--- src/verilog/switch_reset_sequencer_regs.svh ---
/*
 Offsets, field positions and timing counts of the reset sequencer.
 Assumes a 250 MHz core clock and an APB slave with 32-bit data.
*/
`ifndef SWITCH_RESET_SEQUENCER_REGS_SVH
`define SWITCH_RESET_SEQUENCER_REGS_SVH

`define CTRL_OFS        12'h000
`define STATUS_OFS      12'h004
`define STICKY_OFS      12'h008
`define SCRATCH_OFS     12'h00C

`define CTRL_FUNDAMENTAL_RESET_REQUEST_BIT   0
`define CTRL_HRST_BIT   1
`define CTRL_HALT_BIT   2
`define CTRL_USBR_BIT   3
`define CTRL_DSBR_LSB   4

`define STAT_HALT_BIT   3
`define STAT_COLD_BIT   4
`define STAT_WARM_BIT   5
`define STAT_FORCE_BIT  6
`define STAT_STATE_LSB  8

`define MODE_NORMAL     3'h0
`define MODE_EEPROM     3'h1

`define CLK_MHZ         250
`define TRAIN_LIMIT_MS  20
`define TRAIN_LIMIT_CYC (`TRAIN_LIMIT_MS * 1000 * `CLK_MHZ)
`define HOT_PULSE_CYC   16

`endif

--- src/verilog/switch_reset_sequencer_pkg.sv ---
/*
 Types of the switch reset sequencer: APB carriers and sequence states.
 Assumes the constants header is included by the design file.
*/
package switch_reset_sequencer_pkg;

   typedef struct packed {
      logic        psel;
      logic        penable;
      logic        pwrite;
      logic [11:0] paddr;
      logic [31:0] pwdata;
   } apb_req_type;

   typedef struct packed {
      logic        pready;
      logic        pslverr;
      logic [31:0] prdata;
   } apb_rsp_type;

   typedef enum logic [7:0] {
      st_wait   = 8'h01,
      st_sample = 8'h02,
      st_decode = 8'h04,
      st_pll    = 8'h08,
      st_train  = 8'h10,
      st_halt   = 8'h20,
      st_quasi  = 8'h40,
      st_run    = 8'h80
   } seq_state_type;

endpackage

--- src/verilog/switch_reset_sequencer.sv ---
/*
 Reset sequencer of a four-port switch: fundamental, hot and secondary bus
 resets, strap capture, mode decode and the first normal-mode steps.
 Assumes asynchronous pins (reset, straps, PLL lock, lane ready) and an
 APB master on the core clock.
*/
// Implementation choices: the APB register port and the address map.
`timescale 1ns/10ps
`include "switch_reset_sequencer_regs.svh"

module switch_reset_sequencer #(
   parameter logic [24:0] TRAIN_LIMIT = 25'(`TRAIN_LIMIT_CYC)
) (
   input  wire logic                                 clock,
   input  wire logic                                 rst,
   input  wire switch_reset_sequencer_pkg::apb_req_type apb_req,
   output      switch_reset_sequencer_pkg::apb_rsp_type apb_rsp,
   input  wire logic                                 system_reset_in_n,
   input  wire logic [2:0]                           switch_mode_straps,
   input  wire logic                                 reset_halt,
   input  wire logic                                 pll_locked,
   input  wire logic                                 lanes_ready,
   input  wire logic                                 hot_reset_in,
   output      logic                                 core_reset,
   output      logic                                 logic_hot_reset,
   output      logic                                 pll_reset,
   output      logic                                 lane_reset,
   output      logic                                 link_train_enable,
   output      logic                                 stack_reset,
   output      logic                                 quasi_reset,
   output      logic                                 config_retry,
   output      logic                                 mode_normal,
   output      logic                                 mode_eeprom,
   output      logic                                 mode_test,
   output      logic [3:0]                           function_hot_reset,
   output      logic [2:0]                           link_hot_reset
);

   localparam int SYNC_W = 7;

   switch_reset_sequencer_pkg::seq_state_type state_q;
   switch_reset_sequencer_pkg::apb_rsp_type   rsp_q;

   logic [SYNC_W-1:0] meta_q;
   logic [SYNC_W-1:0] sync_q;
   logic              pin_rst_s;
   logic [2:0]        straps_s;
   logic              halt_s;
   logic              pll_s;
   logic              lanes_s;

   logic [2:0]  mode_q;
   logic        halt_stat_q;
   logic        halt_ctrl_q;
   logic        cold_q;
   logic        warm_q;
   logic        fresh_q;
   logic        pin_seen_q;
   logic        forced_q;
   logic        usbr_q;
   logic [2:0]  dsbr_q;
   logic [31:0] sticky_q;
   logic [31:0] scratch_q;
   logic [24:0] since_q;
   logic [4:0]  hot_cnt_q;
   logic        hot_active;

   logic        wr;
   logic        rd;
   logic        access;
   logic        fundamental_reset_request_pulse;
   logic        hrst_pulse;
   logic        fund_cond;
   logic        mapped;
   logic [31:0] rdata;

   // Pins pass two flops; only the second stage feeds logic
   always_ff @(posedge clock or posedge rst)
   begin
      if (rst)
      begin
         meta_q <= '0;
         sync_q <= '0;
      end
      else
      begin
         meta_q <= {lanes_ready, pll_locked, reset_halt,
                    switch_mode_straps, system_reset_in_n};
         sync_q <= meta_q;
      end
   end

   assign pin_rst_s = ~sync_q[0];
   assign straps_s  = sync_q[3:1];
   assign halt_s    = sync_q[4];
   assign pll_s     = sync_q[5];
   assign lanes_s   = sync_q[6];

   // One wait state; a write lands at the edge that sees pready
   assign access = apb_req.psel & apb_req.penable & ~rsp_q.pready;
   assign wr     = apb_req.psel & apb_req.penable & rsp_q.pready & apb_req.pwrite;
   assign rd     = access & ~apb_req.pwrite;
   assign mapped = (apb_req.paddr == `CTRL_OFS)   |
                   (apb_req.paddr == `STATUS_OFS) |
                   (apb_req.paddr == `STICKY_OFS) |
                   (apb_req.paddr == `SCRATCH_OFS);

   // Completion returns before the warm reset takes hold
   assign fundamental_reset_request_pulse = wr & (apb_req.paddr == `CTRL_OFS) &
                       apb_req.pwdata[`CTRL_FUNDAMENTAL_RESET_REQUEST_BIT];
   assign hrst_pulse = wr & (apb_req.paddr == `CTRL_OFS) &
                       apb_req.pwdata[`CTRL_HRST_BIT];
   assign fund_cond  = pin_rst_s | fundamental_reset_request_pulse;
   assign hot_active = (hot_cnt_q != 5'h00);

   // Sequencer; any new fundamental condition drops back to waiting
   always_ff @(posedge clock or posedge rst)
   begin
      if (rst)
         state_q <= switch_reset_sequencer_pkg::st_wait;
      else if (fund_cond)
         state_q <= switch_reset_sequencer_pkg::st_wait;
      else
      begin
         unique case (state_q)
            switch_reset_sequencer_pkg::st_wait:
               state_q <= switch_reset_sequencer_pkg::st_sample;
            switch_reset_sequencer_pkg::st_sample:
               state_q <= switch_reset_sequencer_pkg::st_decode;
            switch_reset_sequencer_pkg::st_decode:
               state_q <= switch_reset_sequencer_pkg::st_pll;
            switch_reset_sequencer_pkg::st_pll:
               // Deadline keeps training inside its limit if lock is late
               if ((pll_s & lanes_s) | (since_q >= TRAIN_LIMIT - 25'h2))
                  state_q <= switch_reset_sequencer_pkg::st_train;
            switch_reset_sequencer_pkg::st_train:
               state_q <= switch_reset_sequencer_pkg::st_halt;
            switch_reset_sequencer_pkg::st_halt:
               state_q <= switch_reset_sequencer_pkg::st_quasi;
            switch_reset_sequencer_pkg::st_quasi:
               if (~halt_ctrl_q & ~mode_test)
                  state_q <= switch_reset_sequencer_pkg::st_run;
            switch_reset_sequencer_pkg::st_run:
               state_q <= switch_reset_sequencer_pkg::st_run;
            default:
               state_q <= switch_reset_sequencer_pkg::st_wait;
         endcase
      end
   end

   // Time since the reset condition cleared, saturating
   always_ff @(posedge clock or posedge rst)
   begin
      if (rst)
         since_q <= '0;
      else if (state_q == switch_reset_sequencer_pkg::st_wait)
         since_q <= '0;
      else if (since_q != 25'h1FFFFFF)
         since_q <= since_q + 25'h1;
   end

   always_ff @(posedge clock or posedge rst)
   begin
      if (rst)
         forced_q <= 1'b0;
      else if (state_q == switch_reset_sequencer_pkg::st_wait)
         forced_q <= 1'b0;
      else if ((state_q == switch_reset_sequencer_pkg::st_pll) & ~(pll_s & lanes_s) &
               (since_q >= TRAIN_LIMIT - 25'h2))
         forced_q <= 1'b1;
   end

   // Straps sampled only in the sample step
   always_ff @(posedge clock or posedge rst)
   begin
      if (rst)
         mode_q <= '0;
      else if ((state_q == switch_reset_sequencer_pkg::st_sample) & pin_seen_q)
         mode_q <= straps_s;
   end

   always_ff @(posedge clock or posedge rst)
   begin
      if (rst)
         pin_seen_q <= 1'b0;
      else if (pin_rst_s)
         pin_seen_q <= 1'b1;
      else if (state_q == switch_reset_sequencer_pkg::st_decode)
         pin_seen_q <= 1'b0;
   end

   // Cold for each pin reset until the sequence first reaches run after power-up
   always_ff @(posedge clock or posedge rst)
   begin
      if (rst)
      begin
         fresh_q <= 1'b1;
         cold_q  <= 1'b0;
         warm_q  <= 1'b0;
      end
      else
      begin
         if (state_q == switch_reset_sequencer_pkg::st_run)
            fresh_q <= 1'b0;
         if (pin_rst_s & fresh_q)
         begin
            cold_q <= 1'b1;
            warm_q <= 1'b0;
         end
         else if (fund_cond)
         begin
            cold_q <= 1'b0;
            warm_q <= 1'b1;
         end
      end
   end

   // Halt: hardware set beats a same-cycle software clear
   always_ff @(posedge clock or posedge rst)
   begin
      if (rst)
      begin
         halt_stat_q <= 1'b0;
         halt_ctrl_q <= 1'b0;
      end
      else if (fund_cond)
      begin
         halt_stat_q <= 1'b0;
         halt_ctrl_q <= 1'b0;
      end
      else if ((state_q == switch_reset_sequencer_pkg::st_halt) & halt_s)
      begin
         halt_stat_q <= 1'b1;
         halt_ctrl_q <= 1'b1;
      end
      else if (wr & (apb_req.paddr == `CTRL_OFS))
         halt_ctrl_q <= apb_req.pwdata[`CTRL_HALT_BIT];
   end

   // Control bits: cleared by either reset
   always_ff @(posedge clock or posedge rst)
   begin
      if (rst)
      begin
         usbr_q    <= 1'b0;
         dsbr_q    <= '0;
         scratch_q <= '0;
      end
      else if (fund_cond | hot_active)
      begin
         usbr_q    <= 1'b0;
         dsbr_q    <= '0;
         scratch_q <= '0;
      end
      else if (wr & (apb_req.paddr == `CTRL_OFS))
      begin
         usbr_q <= apb_req.pwdata[`CTRL_USBR_BIT];
         dsbr_q <= apb_req.pwdata[`CTRL_DSBR_LSB +: 3];
      end
      else if (wr & (apb_req.paddr == `SCRATCH_OFS))
         scratch_q <= apb_req.pwdata;
   end

   // Sticky field survives hot reset, not fundamental reset
   always_ff @(posedge clock or posedge rst)
   begin
      if (rst)
         sticky_q <= '0;
      else if (fund_cond)
         sticky_q <= '0;
      else if (wr & (apb_req.paddr == `STICKY_OFS))
         sticky_q <= apb_req.pwdata;
   end

   // Hot reset pulse; a fundamental reset supersedes it
   always_ff @(posedge clock or posedge rst)
   begin
      if (rst)
         hot_cnt_q <= '0;
      else if (fund_cond)
         hot_cnt_q <= '0;
      else if ((hot_reset_in | hrst_pulse) &
               (state_q == switch_reset_sequencer_pkg::st_run))
         hot_cnt_q <= 5'(`HOT_PULSE_CYC);
      else if (hot_active)
         hot_cnt_q <= hot_cnt_q - 5'h1;
   end

   always_comb
   begin
      rdata = '0;
      unique case (apb_req.paddr)
         `CTRL_OFS:
         begin
            rdata[`CTRL_HALT_BIT]       = halt_ctrl_q;
            rdata[`CTRL_USBR_BIT]       = usbr_q;
            rdata[`CTRL_DSBR_LSB +: 3]  = dsbr_q;
         end
         `STATUS_OFS:
         begin
            rdata[2:0]                  = mode_q;
            rdata[`STAT_HALT_BIT]       = halt_stat_q;
            rdata[`STAT_COLD_BIT]       = cold_q;
            rdata[`STAT_WARM_BIT]       = warm_q;
            rdata[`STAT_FORCE_BIT]      = forced_q;
            rdata[`STAT_STATE_LSB +: 8] = state_q;
         end
         `STICKY_OFS:  rdata = sticky_q;
         `SCRATCH_OFS: rdata = scratch_q;
         default:      rdata = '0;
      endcase
   end

   always_ff @(posedge clock or posedge rst)
   begin
      if (rst)
         rsp_q <= '0;
      else
      begin
         rsp_q.pready  <= access;
         rsp_q.pslverr <= access & ~mapped;
         if (rd)
            rsp_q.prdata <= rdata;
      end
   end

   assign apb_rsp = rsp_q;

   // Step outputs, all registered
   always_ff @(posedge clock or posedge rst)
   begin
      if (rst)
      begin
         core_reset        <= 1'b1;
         pll_reset         <= 1'b1;
         lane_reset        <= 1'b1;
         link_train_enable <= 1'b0;
         stack_reset       <= 1'b1;
         quasi_reset       <= 1'b1;
         config_retry      <= 1'b0;
         mode_normal       <= 1'b0;
         mode_eeprom       <= 1'b0;
         mode_test         <= 1'b0;
      end
      else if (fund_cond)
      begin
         core_reset        <= 1'b1;
         pll_reset         <= 1'b1;
         lane_reset        <= 1'b1;
         link_train_enable <= 1'b0;
         stack_reset       <= 1'b1;
         quasi_reset       <= 1'b1;
         config_retry      <= 1'b0;
      end
      else
      begin
         core_reset <= (state_q == switch_reset_sequencer_pkg::st_wait);
         if (state_q == switch_reset_sequencer_pkg::st_decode)
         begin
            mode_normal <= (mode_q == `MODE_NORMAL);
            mode_eeprom <= (mode_q == `MODE_EEPROM);
            mode_test   <= (mode_q != `MODE_NORMAL) & (mode_q != `MODE_EEPROM);
            pll_reset   <= 1'b0;
            lane_reset  <= 1'b0;
         end
         if (state_q == switch_reset_sequencer_pkg::st_train)
            link_train_enable <= 1'b1;
         if ((state_q == switch_reset_sequencer_pkg::st_quasi) & ~mode_test)
         begin
            stack_reset  <= 1'b0;
            config_retry <= 1'b1;
         end
         if (state_q == switch_reset_sequencer_pkg::st_run)
         begin
            quasi_reset  <= 1'b0;
            config_retry <= 1'b0;
         end
      end
   end

   always_ff @(posedge clock or posedge rst)
   begin
      if (rst)
      begin
         logic_hot_reset       <= 1'b0;
         function_hot_reset[0] <= 1'b0;
      end
      else
      begin
         logic_hot_reset       <= hot_active;
         function_hot_reset[0] <= hot_active;
      end
   end

   // Per downstream port: function reset and link propagation
   genvar i;
   generate
      for (i = 0; i < 3; i++)
      begin : g_port
         always_ff @(posedge clock or posedge rst)
         begin
            if (rst)
            begin
               function_hot_reset[i+1] <= 1'b0;
               link_hot_reset[i]       <= 1'b0;
            end
            else
            begin
               function_hot_reset[i+1] <= hot_active | usbr_q;
               link_hot_reset[i]       <= hot_active | usbr_q | dsbr_q[i];
            end
         end
      end
   endgenerate

endmodule // switch_reset_sequencer

--- config.mk ---
export PLATFORM = sky130hd
export DESIGN_NAME = switch_reset_sequencer
export DESIGN_NICKNAME = d
export VERILOG_FILES = /design/src/verilog/switch_reset_sequencer_pkg.sv /design/src/verilog/switch_reset_sequencer.sv
export VERILOG_INCLUDE_DIRS = /design/src /design/src/verilog
export SDC_FILE = /design/constraint.sdc
export NUM_CORES = 1
export LEC_CHECK = 0
export ABC_AREA = 1
export BUFFER_PORTS_ARGS = -buffer_cell sky130_fd_sc_hd__buf_2
export CAP_MARGIN = 10
export CORE_MARGIN = 8
export CORE_UTILIZATION = 52
export DETAILED_ROUTE_END_ITERATION = 8
export PLACE_DENSITY = 0.87
export REMOVE_ABC_BUFFERS = 1
export SYNTH_ARGS = -nofsm -noshare
export SYNTH_HDL_FRONTEND = slang
export SYNTH_SLANG_ARGS = --single-unit
export TNS_END_PERCENT = 50
--- constraint.sdc ---
create_clock -name clock -period 4.9 [get_ports clock]
set_clock_uncertainty 0.05 [all_clocks]
set_input_delay 0.49 -clock clock [delete_from_list [all_inputs] [get_ports clock]]
set_output_delay 0.49 -clock clock [all_outputs]
set_load 0.03 [all_outputs]
==> results of run 1 <==
[cell type report]
class / instances / area (µm²) / area share [%]
multi-input cells: 720 / 3224 / 33.88
repair buffers: 115 / 593.1 / 6.231
clock buffers: 19 / 442.9 / 4.654
clock inverters: 13 / 133.9 / 1.407
inverters: 103 / 391.6 / 4.115
flip-flops and latches: 178 / 4462 / 46.88
well taps: 216 / 270.3 / 2.839
[routing by layer]
layer	global-route usage [%]	up-vias	share of wire (%)	wire length, µm
met5	0	-	0	0
met4	9.666	0	3.1	664
met3	5.300	64	7.7	1637
met2	34.53	330	47	9955
met1	27.75	3500	42	8882
li1	-	3491	-	-
[through the flow]
step / setup TNS (ns) / cells
6_report: 0 / 1364
3_3_place_gp: 0 / 1332
5_1_grt: 0 / 1364
3_5_place_dp: 0 / 1332
2_1_floorplan: -79.18 / 1001
4_1_cts: 0 / 1364
[power breakdown]
part | total, mW | internal, mW | switching [mW]
Clock | 1.34 | 0.764 | 0.579
Sequential | 1.63 | 1.56 | 0.0673
Combinational | 0.499 | 0.131 | 0.368
[cells in the mapped netlist (2+ instances only)]
master	n	area [µm²]
dfstp_2	6	157.7
nor3_1	18	90.09
o22ai_1	2	12.51
dfrtp_1	172	4304
o211ai_1	2	15.01
clkinv_1	2	7.510
nand2_2	2	12.51
nand2_1	350	1314
o21ai_1	20	100.1
buf_2	17	85.08
buf_6	4	45.04
inv_1	99	371.6
nand3_2	2	20.02
clkbuf_1	12	45.04
buf_4	6	45.04
nand4_1	11	68.82
nand3b_1	2	15.01
nor2_1	86	322.8
a21o_1	3	22.52
nor4_1	3	18.77
ha_1	3	37.54
o21ai_0	58	290.3
nor2_2	4	25.02
a21oi_1	22	110.1
nand3_1	106	530.5
nor2_4	2	22.52
inv_2	2	7.510
or2_2	9	56.30
o31ai_1	5	37.54
xnor2_1	3	26.28
[final timing paths]
kind,start,endpoint,cells past startpoint
worst min register to register,meta_q[0],sync_q[0],0
min in group asynchronous,rst,apb_rsp[24],2
worst max register to register,state_q[4],since_q[1],6
worst min-delay path,reset_halt,meta_q[4],1
max in group asynchronous,rst,meta_q[3],3
worst max-delay path,state_q[4],since_q[1],6
[kinds of logic after synthesis]
family | synth area share [%]
XOR/XNOR | 0.4230
adder cells (fa/ha/maj) | 0.4532
flip-flops | 53.87
AND/OR/NAND/NOR | 30.62
AO/OA/AOI/OAI | 7.266
buffers and inverters | 7.372
[state kept, by name (all words and copies together), names as in the netlist, 2 cells and up]
signal / flops
sticky_q: 32
since_q: 25
function_hot_reset: 2
hot_cnt_q: 5
scratch_q: 32
apb_rsp: 34
mode_q: 3
sync_q: 7
state_q: 8
dsbr_q: 3
meta_q: 7
link_hot_reset: 3
==> impl_metrics.toml, run 1 <==
[timing]
maxSlewViolCount = 0
tightestPinTransition_ns = 1.183
rsz0062_at_grt = "no"
min_period_ns = 2.810
period_share_pct = 57.35
finalHoldViolCount = 0
slew_headroom_pct = 21.14
finalSetupViolCount = 0
setup_ws_ns = 2.090
fmax_mhz = 355.8
holdWs_ns = 0.1034

[clocking]
cts_resized = 0
cts.reportedPaths.clkPinSlew_ns = 0.07
insertion_delay_ns = 0.44
cts_buffer_depth = 2
root_buffer = "clkbuf_16"
cts_htree_levels = 4
post-cts-setup-buffers = 0
cts.sinks = 178
cts_made_buffers = 17
ctsHoldBuffers = 0
cts_tree = "done"

[setup_path]
worstPathRequired_ns = 5.17
crit_top_cell = "nand2_1"
worst-path-buf-inv = 1
start_kind = "register"
arrival_ns = 3.08
path_class = "reg2reg"
crit_family = "simple AND/OR/NAND/NOR gates"
r2r_slack_ns = 2.09
endpoint_kind = "register"
max_stage_delay_ns = 0.91
path_max_fanout = 26
cpMaxStageDelayCell = "nand3_1"
critical_path.cell_chain = "nor2_1 -> nand2_1 -> inv_1 -> nand2_1 -> nand3_1 -> o21ai_0"

[floorplan]
coreArea_um2 = 15710
rows = 46
die_h_um = 142.2
pin_count = 109
start_util_pct = 52.72
die_area_um2 = 20220
fp.dieW_um = 142.2

[detailed_routing]
routedWlPerCell_um = 15.50
firstDrtPassIters = 6
drt-initial-drc-count = 826
ant_nets = 0
drt_wl_total_um = 21140
via_per_inst = 5.414
routed-via-count = 7385
drc_errors = 0

[global_route]
grt_pass1_vias = 7326
overflow = 0
antenna_found_initial = 0
grt_pass1_wl_um = 35030
grtUsageTotal_pct = 21.76
grt_start_max_net_pins = 100

[placed_design]
place_ws_ns = 2.064
gp_congestion = 0.9441
place_area_um2 = 8941
portBuffers = 108
dp_hpwl_um = 14100

[power_and_ir_drop]
p_leak_nw = 4.989
total_power_mw = 3.471
power_density_nw_per_um2 = 364.7
vdd_drop_max_uv = 308.6

[final_layout]
layout-drive-gt1-share_pct = 15.51
nFillCells = 1318
layout_commonest_cell = "nand2_1"
final_core_util_pct = 60.57
design_area_um2 = 9518
final_cell_mix = "350 x nand2_1, 172 x dfrtp_1, 108 x buf_2"
diodes = 0
nets = 1195
area_growth_pct = 14.91

[logic_synthesis]
synth_seq_cells = 178
synthCells = 1041
synth_edf_count = 0
postSynthAreaPerCell_um2 = 7.957
synth_area_um2 = 8283
yosysWarningCount = 0
ys.flop_type = "dfrtp_1"
seq_area_frac_synth_pct = 53.87
synthDistinctLibCells = 38
async_reset_ff_share_pct = 100.0

[run_status]
status = "completed"

[job]
cap_violations = 0

[min_path]
hold_path.class = "in2reg"
No activity file was read; power rests on OpenSTA's default activity.
==> run 2: changes to the inputs <==
--- a/config.mk
+++ b/config.mk
@@ -10,9 +10,9 @@
 export BUFFER_PORTS_ARGS = -buffer_cell sky130_fd_sc_hd__buf_2
 export CAP_MARGIN = 10
 export CORE_MARGIN = 8
-export CORE_UTILIZATION = 52
+export CORE_UTILIZATION = 58
 export DETAILED_ROUTE_END_ITERATION = 8
-export PLACE_DENSITY = 0.87
+export PLACE_DENSITY = 0.91
 export REMOVE_ABC_BUFFERS = 1
 export SYNTH_ARGS = -nofsm -noshare
 export SYNTH_HDL_FRONTEND = slang
==> constraint.sdc (replaced) <==
create_clock -name clock -period 2.7 [get_ports clock]
set_clock_uncertainty 0.05 [all_clocks]
set_input_delay 0.27 -clock clock [delete_from_list [all_inputs] [get_ports clock]]
set_output_delay 0.27 -clock clock [all_outputs]
set_load 0.03 [all_outputs]
==> run 2 against run 1 <==
  * Maximum frequency is 27% higher
  * Clock power is 95% higher
  * Die area is 9.2% lower
  * Total power is 88% higher
  * Sequential power is 82% higher
  * Worst hold slack worse by 0.075 ns
  * Sequential cell count stayed put
  * Clock-buffer cell count is 3 higher
  * Via count is 0.83% higher
  * First-iteration DRC count is 15% higher
  * Critical endpoint is now state_q[7]
==> impl_metrics.toml, run 2 (synthesis gave the netlist of run 1 again) <==
[setup_path]
start_kind = "register"
critical_path.cell_chain = "nand2_1 -> nor2_1 -> nand4_1 -> nand2_1 -> inv_2 -> nand2_1 -> nand2_1 -> nor2_1"
max_stage_delay_ns = 0.87
worst-path-buf-inv = 1
cpMaxStageDelayCell = "inv_2"
crit_family = "buffers and inverters"
path_class = "reg2reg"
arrival_ns = 2.49
path_max_fanout = 69
endpoint_kind = "register"
crit_top_cell = "nand2_1"
worstPathRequired_ns = 2.97

[timing]
fmax_mhz = 450.3
slew_headroom_pct = 19.92
holdWs_ns = 0.02883
min_period_ns = 2.221
rsz0062_at_grt = "no"
tightestPinTransition_ns = 1.199
finalSetupViolCount = 0
finalHoldViolCount = 0
maxSlewViolCount = 0
period_share_pct = 82.26

[final_layout]
area_growth_pct = 16.96
nets = 1212
diodes = 0
layout_commonest_cell = "nand2_1"
final_cell_mix = "350 x nand2_1, 172 x dfrtp_1, 108 x buf_2"
nFillCells = 1063
multi_input_area_um2 = 3224
largest_register_ffs = 34
layout-drive-gt1-share_pct = 15.97
seqCellArea_um2 = 4462

[detailed_routing]
ant_nets = 0
drc_errors = 0
drt_wl_total_um = 22120
routed-via-count = 7446
drt-initial-drc-count = 954
via_per_inst = 5.536
routedWlPerCell_um = 16.45
firstDrtPassIters = 5

[min_path]
hold_path.class = "in2reg"

[placed_design]
gp_congestion = 0.9238
portBuffers = 108
dp_hpwl_um = 14370

[floorplan]
pin_count = 109
die_h_um = 135.5
coreArea_um2 = 13930
start_util_pct = 59.44
rows = 43
die_area_um2 = 18360
fp.dieW_um = 135.5

[global_route]
grt_pass1_wl_um = 36690
grt_start_max_net_pins = 70
antenna_found_initial = 1
grtUsageTotal_pct = 25.25
overflow = 0
grt_pass1_vias = 7508

[clocking]
cts_buffer_depth = 2
cts_resized = 0
root_buffer = "clkbuf_16"
ctsHoldBuffers = 8
cts_tree = "done"
insertion_delay_ns = 0.44
cts.reportedPaths.clkPinSlew_ns = 0.07
cts_htree_levels = 4
cts_made_buffers = 17
cts.sinks = 178
post-cts-setup-buffers = 0

[job]
cap_violations = 0

[power_and_ir_drop]
vdd_drop_max_uv = 628.2
total_power_mw = 6.515
p_leak_nw = 5.094
power_density_nw_per_um2 = 672.5

[run_status]
status = "completed"
run 2: cell count changes in the layout (fill, tap and decap cells not counted), moves of 2 or more:
cell	previous run	this run
clkbuf_8	1	3
buf_12	0	2
dlygate4sd3_1	0	8
clkinv_2	5	1
buf_4	7	14
run 2: cell type report:
type | count | area share [%]
well taps | 180 | 2.325
clock inverters | 10 | 1.498
inverters | 103 | 4.042
repair buffers | 132 | 7.904
multi-input cells | 720 | 33.28
flip-flops and latches | 178 | 46.05
clock buffers | 22 | 4.895
run 2: report_power, final:
| part | total (mW) | internal (mW) | switching [mW] |
|---|---|---|---|
| registers | 2.96 | 2.83 | 0.122 |
| clock network | 2.61 | 1.54 | 1.07 |
| logic | 0.947 | 0.270 | 0.677 |
| total | 6.52 | 4.64 | 1.87 |
run 2: final timing paths:
path	start	end	slack, ns	cells past startpoint
min in group asynchronous	rst	apb_rsp[13]	0.40	3
max in group asynchronous	rst	stack_reset	1.47	4
setup / recovery	apb_rsp[33]	state_q[7]	0.48	8
hold / removal	apb_req[20]	sticky_q[20]	0.03	3
hold reg to reg	meta_q[5]	sync_q[5]	0.30	0
setup reg to reg	apb_rsp[33]	state_q[7]	0.48	8
run 2: worst register-to-register path, cell delays in order, from the launching register on:
cell	delay, ns
dfrtp_1	0.42
nand2_1	0.07
nor2_1	0.07
nand4_1	0.14
nand2_1	0.10
inv_2	0.87
nand2_1	0.18
nand2_1	0.15
nor2_1	0.05
run 2: layer usage:
metal  global-route usage, %  wire [µm]
met5                       0         14
met4                   11.60        603
met3                   5.675       1798
met2                   39.56      10460
met1                   32.90       9244
run 2: stage by stage:
stage | utilization [%] | setup slack (ns) | cells | instance area (µm²) | TNS [ns]
floorplan | - | -2.440 | 1001 | 8059 | -453.55
global placement | 64.51 | 0.5440 | 1305 | 8989 | 0
detailed placement | 64.51 | 0.4828 | 1305 | 8989 | 0
CTS | 69.53 | 0.5237 | 1345 | 9688 | 0
global route | 69.53 | 0.2560 | 1345 | 9688 | 0
finish | 69.53 | 0.4790 | 1345 | 9688 | 0
